## src/tics_map.svh

```systemverilog
// Register offsets, field positions, codes and reset values of the touch sequencer
`ifndef TICS_MAP_SVH
`define TICS_MAP_SVH

`define TICS_A_STATUS 8'h00
`define TICS_A_CTRL 8'h04
`define TICS_A_EPULSE 8'h08
`define TICS_A_PUTIME 8'h0c
`define TICS_A_CMD 8'h10
`define TICS_A_APER 8'h14
`define TICS_A_FIFO 8'h18
`define TICS_A_FCNT 8'h1c
`define TICS_A_RES_HI 4'h2

`define TICS_C_EDGE 0
`define TICS_C_ACM 1
`define TICS_C_APER 2
`define TICS_C_MASK_HI 7
`define TICS_C_MASK_LO 4

`define TICS_CTRL_RST 8'h30
`define TICS_EPULSE_RST 16'h0100
`define TICS_PUTIME_RST 16'h0040
`define TICS_APER_RST 12'h010

`define TICS_CMD_SETUP_HI 5'h0d
`define TICS_CMD_MEAS_HI 5'h0f
`define TICS_CMD_XY 8'h70
`define TICS_CMD_XYZ1 8'h72
`define TICS_CMD_XYZ 8'h74
`define TICS_MASK_XY 4'h3
`define TICS_MASK_XYZ1 4'h7
`define TICS_MASK_XYZ 4'hf

`define TICS_EVENT_TAG_TOUCH 2'h0
`define TICS_EVENT_TAG_MID 2'h1
`define TICS_EVENT_TAG_REL 2'h2
`define TICS_EVENT_TAG_BUSY 2'h3
`define TICS_MEASUREMENT_TAG_X 2'h0
`define TICS_MEASUREMENT_TAG_Y 2'h1
`define TICS_PEND_WORD 16'hffff

`define TICS_FIFO_DEPTH 4'h8
`define TICS_ONE3 3'h1
`define TICS_ONE4 4'h1
`define TICS_ONE16 16'h0001

`endif

```

## src/tics_pkg.sv

```systemverilog
// Types shared by the touch sequencer
package tics_pkg;

  typedef enum logic [2:0] {
    st_tdm,
    st_lpm,
    st_setup,
    st_conv,
    st_puf,
    st_tag
  } tics_st_t;

  typedef struct packed {
    logic [1:0] tsync;
    logic touch_prev;
    tics_st_t st;
    logic [7:0] ctrl;
    logic [15:0] epulse;
    logic [15:0] putime;
    logic [11:0] aper;
    logic [15:0] cnt;
    logic [15:0] irq_cnt;
    logic irq_n;
    logic [3:0] mask;
    logic [3:0] done_mask;
    logic [1:0] sel;
    logic hold;
    logic first;
    logic tch;
    logic adc_go;
    logic [3:0][15:0] res;
    logic [3:0] pend;
    logic [7:0][15:0] fifo;
    logic [2:0] wp;
    logic [2:0] rp;
    logic [3:0] fcnt;
    logic have_last;
    logic [11:0] lastx;
    logic [11:0] lasty;
    logic ap_wr;
    logic ap_rd;
    logic [7:0] ap_addr;
    logic [31:0] rdata;
  } tics_reg_t;

endpackage : tics_pkg

```

## src/tics_touch_seq.sv

```systemverilog
// Touch detect, measurement sequencing, tagging and touch interrupt with AHB-Lite registers
`timescale 1ns/10ps
`include "tics_map.svh"
// What this block does
// RULE1: Autonomous results go to FIFO, interrupt each write
// RULE2: FIFO readable by host at any time
// RULE3: Autonomous aperture suppresses positions inside rectangle
// RULE4: Direct takes setup/measure/combined; autonomous combined only
// RULE5: Host starts every direct-mode panel operation
// RULE6: Level or edge interrupt mode by configuration
// RULE7: Level mode: idle detect, irq low on touch
// RULE8: Level mode: irq low during host operations
// RULE9: Hold clear: touch check for pullup time, tag
// RULE10: Level mode: back to detect, irq follows touch
// RULE11: Level event tags: touch, unused, none, busy
// RULE12: Measurement tags: X, Y, Z1, Z2
// RULE13: Release during detect idle gives no tag
// RULE14: Edge mode touched: untimed idle, no monitoring
// RULE15: Edge event tags: initial, midpress, release
// RULE16: Edge mode after release: detect, irq new touch
// RULE17: Edge mode new touch: irq pulse programmed length
// RULE18: Edge mode touched: low power; release: detect
// RULE19: Edge mode without release: no new touches
// RULE20: Host keeps issuing hold-clear commands until release
// RULE21: Host polls status when irq line shared
// RULE22: Result word: data, measurement tag, event tag
// RULE23: Pending result reads all ones, event busy
// RULE24: Hold set keeps setup, idle and irq unchanged
// RULE25: Touch comparator synchronised before use
module tics_touch_seq (
  input wire logic core_clk,
  input wire logic arst_n,
  input wire logic hsel,
  input wire logic [31:0] haddr,
  input wire logic [1:0] htrans,
  input wire logic hwrite,
  input wire logic [2:0] hsize,
  input wire logic [31:0] hwdata,
  input wire logic hready,
  output logic hreadyout,
  output logic hresp,
  output logic [31:0] hrdata,
  input wire logic touch_det,
  input wire logic adc_done,
  input wire logic [11:0] adc_data,
  output logic adc_start,
  output logic [1:0] adc_sel,
  output logic panel_tdm,
  output logic panel_drive,
  output logic [1:0] panel_sel,
  output logic touch_irq_n
);

  logic [1:0] rst_sync_q;
  logic rst_n;
  tics_pkg::tics_reg_t r_q;
  tics_pkg::tics_reg_t r_d;

  // Release the asynchronous reset on the core clock
  // Two stages, so the release edge never lands in a setup window
  always_ff @(posedge core_clk or negedge arst_n) begin
    if (!arst_n) begin
      rst_sync_q <= 2'h0;
    end else begin
      rst_sync_q <= {rst_sync_q[0], 1'b1};
    end
  end
  assign rst_n = rst_sync_q[1];

  function automatic logic [1:0] tics_low(input logic [3:0] m);
    logic [1:0] idx;
    idx = 2'h0;
    if (m[0]) begin
      idx = 2'h0;
    end else if (m[1]) begin
      idx = 2'h1;
    end else if (m[2]) begin
      idx = 2'h2;
    end else if (m[3]) begin
      idx = 2'h3;
    end
    return idx;
  endfunction : tics_low

  function automatic logic [11:0] tics_dist(input logic [11:0] a, input logic [11:0] b);
    logic [11:0] dv;
    dv = (a > b) ? (a - b) : (b - a);
    return dv;
  endfunction : tics_dist

  logic touch;
  logic edge_mode;
  logic autonomous_conversion_mode;
  logic busy;
  logic addr_ok;
  logic pop;
  logic push;
  logic [15:0] word;
  logic [15:0] push_word;
  logic [1:0] b;
  logic [1:0] event_tag;
  logic [3:0] bit_b;
  logic [3:0] rest;
  logic [7:0] cmd;
  logic new_touch;
  logic in_aper;

  assign hresp = 1'b0;
  assign hreadyout = !r_q.ap_rd;
  assign hrdata = r_q.rdata;
  assign touch_irq_n = r_q.irq_n;
  assign adc_start = r_q.adc_go;
  assign adc_sel = r_q.sel;
  assign panel_tdm = (r_q.st == tics_pkg::st_tdm);
  assign panel_drive = (r_q.st == tics_pkg::st_setup) || (r_q.st == tics_pkg::st_conv);
  assign panel_sel = r_q.sel;

  always_comb begin
    r_d = r_q;
    touch = r_q.tsync[1]; // [RULE25]
    edge_mode = r_q.ctrl[`TICS_C_EDGE]; // [RULE6]
    autonomous_conversion_mode = r_q.ctrl[`TICS_C_ACM];
    busy = (r_q.st == tics_pkg::st_conv) || (r_q.st == tics_pkg::st_puf) ||
           (r_q.st == tics_pkg::st_tag);
    addr_ok = hsel && htrans[1] && hready;
    pop = 1'b0;
    push = 1'b0;
    push_word = 16'h0000;
    word = 16'h0000;
    b = tics_low(r_q.done_mask);
    bit_b = `TICS_ONE4 << b;
    rest = 4'h0;
    event_tag = `TICS_EVENT_TAG_TOUCH;
    cmd = hwdata[7:0];
    in_aper = 1'b0;
    // Comparator passes two flops; only the second one is read
    r_d.tsync = {r_q.tsync[0], touch_det}; // [RULE25]
    r_d.touch_prev = touch;
    r_d.adc_go = 1'b0;
    // Edge pulse counter; armed by a new touch in detect idle and by each FIFO write
    // A touch already present when detect idle resumes raises no pulse
    new_touch = touch && !r_q.touch_prev && (r_q.st == tics_pkg::st_tdm) &&
                edge_mode && !autonomous_conversion_mode; // [RULE16] [RULE19]
    if (r_q.irq_cnt != 16'h0000) begin
      r_d.irq_cnt = r_q.irq_cnt - `TICS_ONE16;
    end
    if (new_touch) begin
      r_d.irq_cnt = r_q.epulse; // [RULE17]
    end

    // Bus address phase
    r_d.ap_wr = 1'b0;
    if (addr_ok) begin
      r_d.ap_wr = hwrite;
      r_d.ap_rd = !hwrite;
      r_d.ap_addr = haddr[7:0];
    end

    // Read wait cycle: data is formed here and held in a flop
    if (r_q.ap_rd) begin
      r_d.ap_rd = 1'b0;
      r_d.rdata = 32'h0000_0000;
      if (r_q.ap_addr[7:4] == `TICS_A_RES_HI && r_q.ap_addr[1:0] == 2'h0) begin
        r_d.rdata[15:0] = r_q.pend[r_q.ap_addr[3:2]] ? `TICS_PEND_WORD :
                          r_q.res[r_q.ap_addr[3:2]]; // [RULE23]
      end else begin
        unique case (r_q.ap_addr)
          `TICS_A_STATUS: r_d.rdata[10:0] = {3'(r_q.st), 3'h0, (r_q.fcnt == 4'h0),
                                            (r_q.fcnt == `TICS_FIFO_DEPTH), busy,
                                            touch, !r_q.irq_n}; // [RULE21]
          `TICS_A_CTRL: r_d.rdata[7:0] = r_q.ctrl;
          `TICS_A_EPULSE: r_d.rdata[15:0] = r_q.epulse;
          `TICS_A_PUTIME: r_d.rdata[15:0] = r_q.putime;
          `TICS_A_APER: r_d.rdata[11:0] = r_q.aper;
          `TICS_A_FCNT: r_d.rdata[3:0] = r_q.fcnt;
          `TICS_A_FIFO: begin
            // Host may drain the FIFO at any moment
            if (r_q.fcnt != 4'h0) begin
              r_d.rdata[15:0] = r_q.fifo[r_q.rp]; // [RULE2]
              pop = 1'b1;
            end else begin
              r_d.rdata[15:0] = `TICS_PEND_WORD;
            end
          end
          default: r_d.rdata = 32'h0000_0000;
        endcase
      end
    end

    // Bus data phase of a write
    if (r_q.ap_wr) begin
      unique case (r_q.ap_addr)
        `TICS_A_CTRL: r_d.ctrl = hwdata[7:0];
        `TICS_A_EPULSE: r_d.epulse = hwdata[15:0];
        `TICS_A_PUTIME: r_d.putime = hwdata[15:0];
        `TICS_A_APER: r_d.aper = hwdata[11:0];
        `TICS_A_CMD: begin
          // Commands only in direct mode and while not converting, in pullup or tagging
          if (!autonomous_conversion_mode && !busy) begin // [RULE4] [RULE5]
            if (cmd[7:3] == `TICS_CMD_SETUP_HI && cmd[0]) begin
              r_d.st = tics_pkg::st_setup;
              r_d.sel = cmd[2:1];
            end else if (cmd[7:3] == `TICS_CMD_MEAS_HI) begin
              if (r_q.st == tics_pkg::st_setup && r_q.sel != cmd[2:1]) begin
                r_d.st = tics_pkg::st_lpm;
              end else begin
                r_d.mask = `TICS_ONE4 << cmd[2:1];
                r_d.done_mask = `TICS_ONE4 << cmd[2:1];
                r_d.pend = r_q.pend | (`TICS_ONE4 << cmd[2:1]);
                r_d.sel = cmd[2:1];
                r_d.hold = cmd[0];
                r_d.adc_go = 1'b1;
                r_d.st = tics_pkg::st_conv;
              end
            end else if (cmd == `TICS_CMD_XY || cmd == `TICS_CMD_XYZ1 ||
                         cmd == `TICS_CMD_XYZ) begin
              rest = (cmd == `TICS_CMD_XY) ? `TICS_MASK_XY :
                     (cmd == `TICS_CMD_XYZ1) ? `TICS_MASK_XYZ1 : `TICS_MASK_XYZ;
              // Every location of a combined command reads pending until its own word is tagged
              r_d.mask = rest;
              r_d.done_mask = rest;
              r_d.pend = r_q.pend | rest; // [RULE23]
              r_d.sel = 2'h0;
              r_d.hold = 1'b0;
              r_d.adc_go = 1'b1;
              r_d.st = tics_pkg::st_conv;
            end
          end
        end
        default: begin
        end
      endcase
    end

    // Sequencer
    unique case (r_q.st)
      tics_pkg::st_tdm: begin
        // Autonomous scan starts on touch with the configured combined set
        if (autonomous_conversion_mode && touch && r_q.ctrl[`TICS_C_MASK_HI:`TICS_C_MASK_LO] != 4'h0) begin
          rest = r_q.ctrl[`TICS_C_MASK_HI:`TICS_C_MASK_LO]; // [RULE4]
          r_d.mask = rest;
          r_d.done_mask = rest;
          r_d.sel = tics_low(rest);
          r_d.hold = 1'b0;
          r_d.adc_go = 1'b1;
          r_d.st = tics_pkg::st_conv;
        end
      end
      tics_pkg::st_lpm: begin
        // No touch monitoring here until the host converts again
        // Level mode must keep watching the panel, so it never rests here
        if (!edge_mode && !autonomous_conversion_mode) begin
          r_d.st = tics_pkg::st_tdm; // [RULE7] [RULE10]
        end
      end // [RULE14] [RULE19]
      tics_pkg::st_setup: begin
        // Panel stays configured for the selected measurement
      end
      tics_pkg::st_conv: begin
        if (adc_done && !r_q.adc_go) begin
          r_d.res[r_q.sel][15:4] = adc_data; // [RULE22]
          rest = r_q.mask & ~(`TICS_ONE4 << r_q.sel);
          r_d.mask = rest;
          if (rest != 4'h0) begin
            r_d.sel = tics_low(rest);
            r_d.adc_go = 1'b1;
          end else if (r_q.hold) begin
            // Tag at once; setup, idle mode and irq state stay as they are
            r_d.tch = touch; // [RULE24]
            r_d.st = tics_pkg::st_tag;
          end else begin
            r_d.cnt = r_q.putime; // [RULE9]
            r_d.st = tics_pkg::st_puf;
          end
        end
      end
      tics_pkg::st_puf: begin
        if (r_q.cnt != 16'h0000) begin
          r_d.cnt = r_q.cnt - `TICS_ONE16;
        end else begin
          r_d.tch = touch; // [RULE9]
          r_d.st = tics_pkg::st_tag;
        end
      end
      tics_pkg::st_tag: begin
        if (r_q.done_mask != 4'h0) begin
          // One word per cycle keeps the FIFO write port single
          if (!r_q.tch) begin
            event_tag = `TICS_EVENT_TAG_REL; // [RULE11] [RULE15]
          end else if ((edge_mode || autonomous_conversion_mode) && !r_q.first) begin
            event_tag = `TICS_EVENT_TAG_MID; // [RULE15]
          end else begin
            event_tag = `TICS_EVENT_TAG_TOUCH; // [RULE11]
          end
          word = {r_q.res[b][15:4], b, event_tag}; // [RULE12] [RULE22]
          r_d.res[b] = word;
          r_d.pend = r_d.pend & ~bit_b;
          r_d.done_mask = r_q.done_mask & ~bit_b;
          if (autonomous_conversion_mode) begin
            if (b == `TICS_MEASUREMENT_TAG_X) begin
              in_aper = tics_dist(r_q.res[b][15:4], r_q.lastx) <= r_q.aper;
            end else if (b == `TICS_MEASUREMENT_TAG_Y) begin
              in_aper = tics_dist(r_q.res[b][15:4], r_q.lasty) <= r_q.aper;
            end
            // Positions inside the rectangle are not reported again
            if (!(r_q.ctrl[`TICS_C_APER] && r_q.have_last && r_q.tch && in_aper)) begin
              push = 1'b1; // [RULE1] [RULE3]
              push_word = word;
              if (b == `TICS_MEASUREMENT_TAG_X) begin
                r_d.lastx = r_q.res[b][15:4];
              end
              if (b == `TICS_MEASUREMENT_TAG_Y) begin
                r_d.lasty = r_q.res[b][15:4];
              end
            end
          end
        end else if (r_q.hold) begin
          r_d.st = tics_pkg::st_setup; // [RULE24]
        end else if (autonomous_conversion_mode) begin
          r_d.first = !r_q.tch;
          r_d.have_last = r_q.tch;
          r_d.st = tics_pkg::st_tdm;
        end else if (edge_mode && r_q.tch) begin
          r_d.first = 1'b0;
          r_d.st = tics_pkg::st_lpm; // [RULE14] [RULE18]
        end else begin
          r_d.first = 1'b1;
          r_d.st = tics_pkg::st_tdm; // [RULE10] [RULE16] [RULE18]
        end
      end
      default: r_d.st = tics_pkg::st_tdm;
    endcase

    // FIFO; a full FIFO drops the newest word
    if (push && (r_q.fcnt != `TICS_FIFO_DEPTH || pop)) begin
      r_d.fifo[r_q.wp] = push_word; // [RULE1]
      r_d.wp = r_q.wp + `TICS_ONE3;
      r_d.irq_cnt = r_q.epulse; // [RULE1]
    end else begin
      push = 1'b0;
    end
    if (pop) begin
      r_d.rp = r_q.rp + `TICS_ONE3; // [RULE2]
    end
    r_d.fcnt = r_q.fcnt + {3'h0, push} - {3'h0, pop};

    // Interrupt pin: level mode follows touch in detect idle, low while busy
    if (edge_mode || autonomous_conversion_mode) begin
      r_d.irq_n = (r_d.irq_cnt == 16'h0000); // [RULE17]
    end else begin
      // Release seen only in detect idle just lifts the line, no tag
      r_d.irq_n = !((r_q.st == tics_pkg::st_tdm && touch) ||
                    r_q.st == tics_pkg::st_setup || busy); // [RULE7] [RULE8] [RULE10] [RULE13]
    end
  end

  always_ff @(posedge core_clk or negedge rst_n) begin
    if (!rst_n) begin
      r_q <= '0;
      r_q.st <= tics_pkg::st_tdm;
      r_q.ctrl <= `TICS_CTRL_RST;
      r_q.epulse <= `TICS_EPULSE_RST;
      r_q.putime <= `TICS_PUTIME_RST;
      r_q.aper <= `TICS_APER_RST;
      r_q.irq_n <= 1'b1;
      r_q.first <= 1'b1;
    end else begin
      r_q <= r_d;
    end
  end

endmodule : tics_touch_seq

```

## config.mk

```make
export PLATFORM = sky130hd
export DESIGN_NAME = tics_touch_seq
export DESIGN_NICKNAME = d
export VERILOG_FILES = /design/src/tics_pkg.sv /design/src/tics_touch_seq.sv
export VERILOG_INCLUDE_DIRS = /design/src
export SDC_FILE = /design/constraint.sdc
export NUM_CORES = 1
export LEC_CHECK = 0
export BUFFER_PORTS_ARGS = -buffer_cell sky130_fd_sc_hd__clkbuf_2
export CORE_MARGIN = 8
export CORE_UTILIZATION = 62
export CTS_CLUSTER_DIAMETER = 100
export CTS_CLUSTER_SIZE = 40
export DETAILED_ROUTE_END_ITERATION = 8
export PLACE_DENSITY = 0.81
export SYNTH_ARGS = -nofsm -noshare
export SYNTH_HDL_FRONTEND = slang
export SYNTH_SLANG_ARGS = --single-unit
```

## constraint.sdc

```tcl
create_clock -name core_clk -period 13.35 [get_ports core_clk]
set_input_delay 0.6675 -clock core_clk [delete_from_list [all_inputs] [get_ports core_clk]]
set_output_delay 0.6675 -clock core_clk [all_outputs]
set_load 0.01 [all_outputs]
```

# After elaboration in Yosys (flattened, before gate mapping)
# Index checks and enable logic that the tools add are counted.
dict set report word_totals {
  regBits 364
  output_inout_bits 42
  elab_cells 316
}
dict set report op_classes {
  n_addsub 10
  n_lt_le_gt_ge 12
  n_eq_ne 29
  shifts 3
  muxes 141
  bitwise_logic 10
  n_reduce_logical 70
}
# cell n
set ops {}
lappend ops {{$mux 16} 22}
lappend ops {{$bwmux 128} 1}
lappend ops {{$bwmux 64} 2}
lappend ops {{$pmux 64 s2} 1}
lappend ops {{$mux 11} 7}
lappend ops {{$mux 68} 1}
lappend ops {{$mux 66} 1}
lappend ops {{$bmux 16 s2} 2}
lappend ops {{$demux 16 s2} 2}
lappend ops {{$mux 55} 1}
lappend ops {{$bmux 16 s3} 1}
lappend ops {{$demux 16 s3} 1}
lappend ops {{$mux 4} 12}
lappend ops {{$sub 12x12->12} 4}
lappend ops {{$mux 3} 13}
lappend ops {{$mux 2} 19}
lappend ops {{$mux 1} 36}
lappend ops {{$mux 12} 3}
lappend ops {{$eq 8x5->1 const B} 4}
lappend ops {{$pmux 16 s2} 1}
lappend ops {{$reduce_bool 16->1} 2}
lappend ops {{$sub 16x1->16 const B} 2}
lappend ops {{$pmux 4 s7} 1}
lappend ops {{$eq 8x7->1 const B} 3}
lappend ops {{other kinds (52)} 133}

# Depth between registers and ports, before layout
# Gate-level depths: netlist of the first run.
dict set report logic_depth {
  word_depth 23
  mapped_depth 33
  ltp_nobuf 30
}

# Worst setup path before layout of the first run
# Ideal clock, no wire load.
dict set report synth_timing {
  path_type {register to register}
  from {register r_q[280] (netlist bit)}
  to {register r_q[69] (netlist bit)}
  setup_ps 122
  arrival_ps 6810
  required_time_ps 13228
  path_slack_ps 6418
  path_stages_with_launch 30
  synth_period_minus_slack_ps 6932
  cell_sequence {dfrtp_1 buf_1 clkinv_1 nand2_1 o22ai_1 a21oi_1 inv_1 ha_1 fa_1 o21ai_0 a41o_1 o2111ai_1 nand2_1 mux2_2 a221oi_1 o21ai_0 xor2_1 ha_1 a21o_1 a21o_1 a21oi_1 o21ai_0 o21ai_0 nand3_1 nand3_1 clkbuf_1 o21ai_0 ha_1 fa_1 xor2_1}
}
# element line_no
set synth_lines {}
lappend synth_lines {{start: declaration} tics_touch_seq.sv:56} ;# tics_pkg::tics_reg_t r_q;
lappend synth_lines {{start signal: assignment} tics_touch_seq.sv:368} ;# r_q <= r_d;

# Final worst setup path of the first run
dict set report layout_timing {
  from {register r_q[280] (netlist bit)}
  to {register r_q[94] (netlist bit)}
}
dict set report layout_via {
  elab_chain_len 18
  elab_cells_between_ends 33
  classes_between {4 x add/sub; 4 x order compare; 1 x eq/ne; 20 x mux; 4 x reduce/logical}
}
# element line_no
set layout_lines {}
lappend layout_lines {{$mux 2} tics_touch_seq.sv:75} ;# end else if (m[1]) begin
lappend layout_lines {{$mux 2} tics_touch_seq.sv:73} ;# if (m[0]) begin
lappend layout_lines {{$bmux 16 s2} {tics_touch_seq.sv:301, tics_touch_seq.sv:303}}
lappend layout_lines {{$mux 16 (not written as such)} {tics_touch_seq.sv:301, tics_touch_seq.sv:303}}
lappend layout_lines {{$sub 12x12->12 or $gt 12x12->1 (tied branches)} tics_touch_seq.sv:87} ;# dv = (a > b) ? (a - b) : (b - a);
lappend layout_lines {{$mux 12} tics_touch_seq.sv:87}
lappend layout_lines {{$le 12x12->1} tics_touch_seq.sv:303} ;# in_aper = tics_dist(r_q.res[b][15:4], r_q.lasty) <= r_q.aper;
lappend layout_lines {{$mux 1} tics_touch_seq.sv:302} ;# end else if (b == `TICS_MEASUREMENT_TAG_Y) begin
lappend layout_lines {{[2 not listed]} --}
lappend layout_lines {{$mux 1} tics_touch_seq.sv:286} ;# if (r_q.done_mask != 4'h0) begin
lappend layout_lines {{$mux 1} tics_touch_seq.sv:236} ;# unique case (r_q.st)
lappend layout_lines {{$logic_and 1x1->1} tics_touch_seq.sv:306} ;# if (!(r_q.ctrl[`TICS_C_APER] && r_q.have_last && r_q.tch && in_aper)) begin
lappend layout_lines {{$mux 16 or $mux 1 (tied branches)} tics_touch_seq.sv:306}
lappend layout_lines {{$mux 16 or $mux 1 (tied branches)} tics_touch_seq.sv:299} ;# if (autonomous_conversion_mode) begin
lappend layout_lines {{$mux 16 or $mux 1 (tied branches)} tics_touch_seq.sv:286}
lappend layout_lines {{$mux 16 or $mux 1 (tied branches)} tics_touch_seq.sv:236}
lappend layout_lines {{$bwmux 128 or $logic_and 1x1->1 (tied branches)} {tics_touch_seq.sv:336, tics_touch_seq.sv:335}}
# Parallel ways exist; a longest one is shown, timed or not. The select of a mux whose other input is x is not followed.
# A chain may end at the register's enable or synchronous reset.

==> impl_metrics.tcl, run 1 <==
set metrics [dict create \
    status "complete, no violations" \
    pre_cts_ws_ns 4.664 \
    fp.coreArea_um2 33530 \
    die_area_um2 40130 \
    rsz0062_at_grt "false" \
    instances_no_fill 2449 \
    drt_iter0_drc 1753 \
    die_h_um 200.3 \
    synthCells 2014 \
    routed-via-count 16090 \
    cp-start-kind "flip-flop" \
    dp.cells 2423 \
    yosysWarnings 0 \
    cts_hold_buffers 1 \
    hold_viol_final 0 \
    clock_sinks 363 \
    routabilityCongestion 0.9266 \
    grt.overflow.total 0 \
    drive_above_1_share_pct 19.79 \
    drc_errors 0 \
    r2r-start "r_q[280]" \
    hold_end "r_d[377]" \
    synth_area_um2 21070 \
    drv_cap 0 \
    synthFlopType "dfrtp_1" \
    synth_top_area_share_pct 42.29 \
    wl_per_cell_um 22.75 \
    grt.total_usage_pct 27.06 \
    routed_wl_mm 55.71 \
    cts_setup_buffers 0 \
    ff2ff_path_depth 24 \
    avgSynthCellArea_um2 10.46 \
    fp.dieW_um 200.3 \
    end_kind "flip-flop" \
    hold_ws_ns 0.2166 \
    setup_tns_ns 0 \
    synthArstFlopShare_pct 100.0 \
    rows 67 \
    synth_top_cell_by_area "dfrtp_1" \
    antenna_cells 0 \
    min_path_type "primary input to flip-flop" \
    ys_seq_area_share_pct 43.16 \
    synthTopCellsByArea "dfrtp_1, mux2_2, mux4_2" \
    setup_viol 0 \
    first_pass_iters 7 \
    syn2layout_area_growth_pct 4.568 \
    clk_latency_ns 0.55 \
    rrSetupSlack_ns 4.38 \
    synth_seq_cells 363 \
    fin_crit_sh_pct 67.19 \
    grt_pass1_vias 16140 \
    placed_area_um2 21510 \
    min_from "touch_det" \
    worst_slew_pin_slew_ns 1.285 \
    place.detailed.hpwl_mm 39.48 \
    fin_nets 2167 \
    synth_common_cells "dfrtp_1, mux2_2, nand2_1" \
    timing.rr.end "r_q[94]" \
    start_util_pct 62.82 \
    cts_tree "done" \
    crit_required_ns 13.78 \
    yosysUniqueCellTypes 83 \
    antenna_found_initial 1 \
    fmax_ghz 0.1115 \
    crit_arrival_ns 9.40 \
    power.leakage_nw 9.840 \
    path_max_fanout 16 \
    fin_util_pct 65.69 \
    worst-setup-path-type "flip-flop to flip-flop" \
    holdPathStages 1 \
    slew_violations 0 \
    numCtsBuffers 15 \
    pin_count 130 \
    clk_pin_slew_ns 0.14 \
    grt_pass1_wl_mm 89.07 \
    p_total_mw 2.048 \
    io_buffers 68 \
    synth_edf_count 0 \
    vias_per_cell 6.571 \
    synth_most_common_cell "dfrtp_1" \
    slew_headroom_pct 14.00 \
    irDropWorstVdd_v 0.00007724 \
    htree_levels 1 \
    grt_start_max_net_pins 86 \
    final_cell_area_um2 22030 \
    timing.final.ws_setup_ns 4.380 \
    finalCriticalPeriod_ns 8.970 \
    clk_root_buffer_cell "clkbuf_16" \
    ant_nets 0 \
    post_cts_resized 0 \
    p_per_area_nw_per_um2 92.96 \
    finClkSkew_ns 0.05823 \
    clk_path_buf_depth 3 \
]
## state kept, by name, summed over array words and instances (netlist names)
register	count
hrdata	16
rst_sync_q	2
autonomous_conversion_mode	1
r_d	2
adc_start	1
adc_sel	2
edge_mode	1
touch_irq_n	1
r_q	337
## final cells by class
| cell class | count | area, um2 |
|---|---|---|
| well taps | 448 | 560.5 |
| repair buffers | 100 | 583.1 |
| multi-input cells | 1430 | 10970 |
| flip-flops and latches | 363 | 9100 |
| inverters | 83 | 311.5 |
| clock inverters | 6 | 116.4 |
| clock buffers | 19 | 390.4 |
| fillers | 2599 | 11500 |
## worst max-delay path: stages (launching register included)
cell and delay, ns:
dfrtp_1 0.66, clkinv_1 0.45, nand2_1 0.42, o22ai_1 0.12
a21oi_1 0.74, ha_1 0.46, nand2_1 0.10, o21ai_0 0.13
a41o_1 0.29, o2111ai_1 0.40, nand2_1 0.52, mux2_2 0.45
a221oi_1 0.51, o21ai_0 0.22, xor2_1 0.24, ha_1 0.28
a21o_1 0.16, a21o_1 0.17, a21oi_1 0.12, o21ai_0 0.09
o21ai_0 0.29, nand3_1 0.21, nand2b_1 0.54, or4b_1 0.83
mux2_2 0.43
## report_power, final
group | internal, mW | switching (mW) | leakage, nW
Combinational | 0.103 | 0.163 | 5.00
Clock | 0.230 | 0.387 | 0.240
Sequential | 1.13 | 0.0350 | 4.60
Total | 1.46 | 0.584 | 9.84
## worst max path at each step
stage / from / to / slack [ns] / cells after the start
2_1_floorplan: rst_sync_q[1] / adc_sel[0] / 2.50 / 0
3_3_place_gp: r_q[280] / r_q[88] / 4.86 / 26
3_5_place_dp: r_q[280] / r_q[86] / 4.66 / 24
4_1_cts: r_q[280] / r_q[85] / 4.61 / 24
5_1_grt: r_q[280] / r_q[88] / 3.94 / 24
6_report: r_q[280] / r_q[94] / 4.38 / 24
## kinds of logic after synthesis
kind of cell | count (synthesis) | share of synthesized area, %
other | 2 | 0.03565
adder cells (fa/ha/maj) | 86 | 5.286
flip-flops | 363 | 43.16
AO/OA/AOI/OAI | 474 | 13.79
multiplexers | 309 | 19.23
XOR/XNOR | 40 | 1.663
buffers and inverters | 237 | 5.179
AND/OR/NAND/NOR | 503 | 11.66
## metal layers
layer | share of wire (%) | global-route usage [%]
met3 | 7.0 | 3.711
met1 | 40 | 36.01
met5 | 0.023 | 0
met2 | 48 | 44.30
met4 | 4.5 | 11.27
## placed cells by master (no fill, tap or decap), types with 30 or more instances in the layout
| cell | Yosys | layout |
|---|---|---|
| mux2_2 | 172 | 172 |
| xnor2_1 | 30 | 30 |
| nand2_1 | 156 | 156 |
| a21oi_1 | 125 | 125 |
| nor2_1 | 132 | 132 |
| buf_4 | 38 | 31 |
| mux4_2 | 51 | 51 |
| nor3_1 | 36 | 35 |
| ha_1 | 81 | 81 |
| inv_1 | 82 | 82 |
| o21ai_0 | 143 | 143 |
| a22oi_1 | 67 | 67 |
| dfrtp_1 | 356 | 352 |
| clkbuf_2 | 0 | 68 |
| mux2i_1 | 63 | 63 |
Power figures use the tool's default switching activity.
==> run 2: changes to the inputs <==
--- a/config.mk
+++ b/config.mk
@@ -6,6 +6,7 @@
 export SDC_FILE = /design/constraint.sdc
 export NUM_CORES = 1
 export LEC_CHECK = 0
+export ABC_AREA = 1
 export BUFFER_PORTS_ARGS = -buffer_cell sky130_fd_sc_hd__clkbuf_2
 export CORE_MARGIN = 8
 export CORE_UTILIZATION = 62
==> constraint.sdc (replaced) <==
create_clock -name core_clk -period 8.99 [get_ports core_clk]
set_input_delay 0.4495 -clock core_clk [delete_from_list [all_inputs] [get_ports core_clk]]
set_output_delay 0.4495 -clock core_clk [all_outputs]
set_load 0.01 [all_outputs]
==> run 2 against run 1 <==
  * Power increased to 3.6 times the previous value
  * Sequential share of layout area decreased by 0.65 points
  * Setup slack got worse by 3.1 ns
  * Hold slack got worse by 0.15 ns
  * Synthesized cell count increased by 39%
  * Clock skew decreased by 0.016 ns
  * Sequential cell count unchanged
  * Via count increased by 24%
  * Cell count increased by 33%
  * Sequential power increased by 84%
  * Area after synthesis increased by 1.3%
  * Critical path type unchanged
  * Largest cell class unchanged
  * Largest power group is now combinational cells
==> impl_metrics.tcl, run 2 <==
set metrics [dict create \
    clock_sinks 363 \
    fin_util_pct 65.42 \
    die_h_um 201.5 \
    path_common_cell "nand2_1" \
    grt_start_max_net_pins 174 \
    ys_seq_area_share_pct 42.61 \
    p_per_area_nw_per_um2 326.8 \
    die_area_um2 40610 \
    drc_errors 0 \
    yosysUniqueCellTypes 55 \
    placed_area_um2 21870 \
    status "complete, no violations" \
    synth_edf_count 0 \
    top_layer "met4" \
    endpoint "r_q[58]" \
    synthCells 2799 \
    avgSynthCellArea_um2 7.623 \
    crit_required_ns 9.36 \
    regMostFlops "r_q" \
    pin_count 130 \
    drive_above_1_share_pct 6.498 \
    synthFlopType "dfrtp_1" \
    ant_nets 0 \
    hold_viol_final 0 \
    finalCriticalPeriod_ns 7.702 \
    clk_latency_ns 0.56 \
    end_kind "flip-flop" \
    yosysWarnings 0 \
    cts_hold_buffers 1 \
    grt_pass1_wl_mm 106.3 \
    synthArstFlopShare_pct 100.0 \
    path_max_fanout 16 \
    clk_pin_slew_ns 0.13 \
    fin_nets 2966 \
    antenna_found_initial 0 \
    power.leakage_nw 11.18 \
    vias_per_cell 6.117 \
    clk_path_buf_depth 3 \
    synth_seq_cells 363 \
    cts_setup_buffers 0 \
    drv_cap 0 \
    drt_iter0_drc 2301 \
    grt.overflow.total 0 \
    place.detailed.hpwl_mm 48.83 \
    r2r-start "r_q[280]" \
    worstSetupStartpoint "r_q[280]" \
    synth_top_cell_by_area "dfrtp_1" \
    crit_arrival_ns 8.07 \
    fin_crit_sh_pct 85.67 \
    cp-start-kind "flip-flop" \
    fp.dieW_um 201.5 \
    nFillCells 3030 \
    clk_root_buffer_cell "clkbuf_16" \
    rsz0062_at_grt "false" \
    slew_violations 0 \
    syn2layout_area_growth_pct 4.862 \
    p_total_mw 7.312 \
    first_pass_iters 6 \
    met1_length_mm 27.05 \
    post_cts_resized 0 \
    slew_headroom_pct 13.39 \
    setup_viol 0 \
    setup_tns_ns 0 \
    io_buffers 68 \
    grt.total_usage_pct 32.38 \
    layout_commonest_cell "nand2_1" \
    synth_top_area_share_pct 41.75 \
    crit_family "simple AND/OR/NAND/NOR gates" \
    ff2ff_path_depth 31 \
    dr_wl_met3_mm 6.783 \
    routed_wl_mm 67.24 \
    synth_common_cells "nand2_1, inv_1, dfrtp_1" \
    finClkSkew_ns 0.04179 \
    path_buf_inv 6 \
    fp.coreArea_um2 34200 \
    slowest_delay_ns 0.82 \
    final_cell_area_um2 22370 \
    worst_slew_pin_slew_ns 1.294 \
    wl_per_cell_um 20.65 \
    start_util_pct 62.38 \
    fmax_ghz 0.1298 \
    cts_tree "done" \
    htree_levels 1 \
    grt_pass1_vias 19200 \
    largest_reg_flops 337 \
    rrSetupSlack_ns 1.29 \
    timing.rr.end "r_q[58]" \
    min_path_type "primary input to flip-flop" \
    worst-setup-path-type "flip-flop to flip-flop" \
    synthTopCellsByArea "dfrtp_1, nand2_1, o21ai_0" \
    slowest_stage "nor2_1" \
    final_cell_mix "nand2_1, inv_1, dfrtp_1" \
    cp_num_cells 31 \
    antenna_cells 0 \
    numCtsBuffers 15 \
    routabilityCongestion 0.9752 \
    synth_area_um2 21340 \
    irDropWorstVdd_v 0.0002603 \
    rows 68 \
    synth_most_common_cell "nand2_1" \
    met2WireLength_mm 30.33 \
    routed-via-count 19920 \
]
[run 2: cell types whose count changed after synthesis, moves of 25 or more]
cell,delta
inv_1,+291
mux2i_1,-61
nand2_1,+477
nor2b_1,-25
nor2_1,+60
mux4_2,-51
a22oi_1,-26
o21ai_1,+36
o22ai_1,+55
mux2_2,-167
nand3_1,+82
a21oi_1,+37
o21ai_0,+169
[run 2: layout make-up]
cell class                      count  area [um2]  area share [%]
Clock inverter                     10       103.9          0.4642
Tap cell                          455       569.3           2.544
Clock buffer                       16       379.1           1.694
Sequential cell                   363        9097           40.66
Timing Repair Buffer              104       628.1           2.807
Multi-Input combinational cell   1916       10120           45.25
Inverter                          392        1471           6.576
[run 2: kinds of logic (layout without fill, tap and decap cells)]
family / count (synthesis) / in the layout / synth area share (%)
AO/OA/AOI/OAI: 750 / 750 / 20.18
buffers and inverters: 536 / 522 / 10.29
adder cells (fa/ha/maj): 86 / 86 / 5.219
AND/OR/NAND/NOR: 1011 / 1011 / 19.50
flip-flops: 363 / 363 / 42.61
XOR/XNOR: 44 / 44 / 1.806
multiplexers: 7 / 7 / 0.3577
other: 2 / 18 / 0.03520
[run 2: power by group]
part	switching, mW	internal [mW]	leakage (nW)
clock	0.570	0.335	0.240
sequential	0.214	1.94	4.24
combinational	2.86	1.40	6.70
[run 2: stage by stage]
step / setup WS [ns] / hold slack, ns / instances
5_1_grt: 0.8421 / 0.05224 / 3256
3_5_place_dp: 1.494 / 0.2367 / 3228
4_1_cts: 1.461 / 0.001266 / 3255
2_1_floorplan: 3.068 / 0.1539 / 2815
6_report: 1.288 / 0.06257 / 3256
3_3_place_gp: 1.607 / 0.2352 / 3228
[run 2: metal layers]
layer,vias up,track usage [%]
met5,-,0
met4,0,13.70
met3,167,6.111
met2,1053,50.82
met1,9497,43.63
li1,9200,-
[run 2: worst min path at each step]
stage,from,slack (ns),depth (start not counted),to
after global placement,arst_n,0.24,1,rst_sync_q[0]
final,hwrite,0.06,2,r_q[40]
after detailed placement,arst_n,0.24,1,rst_sync_q[0]
after CTS,touch_det,0.001,1,r_d[377]
after floorplan,arst_n,0.15,0,rst_sync_q[0]
after global routing,hwrite,0.05,2,r_q[40]
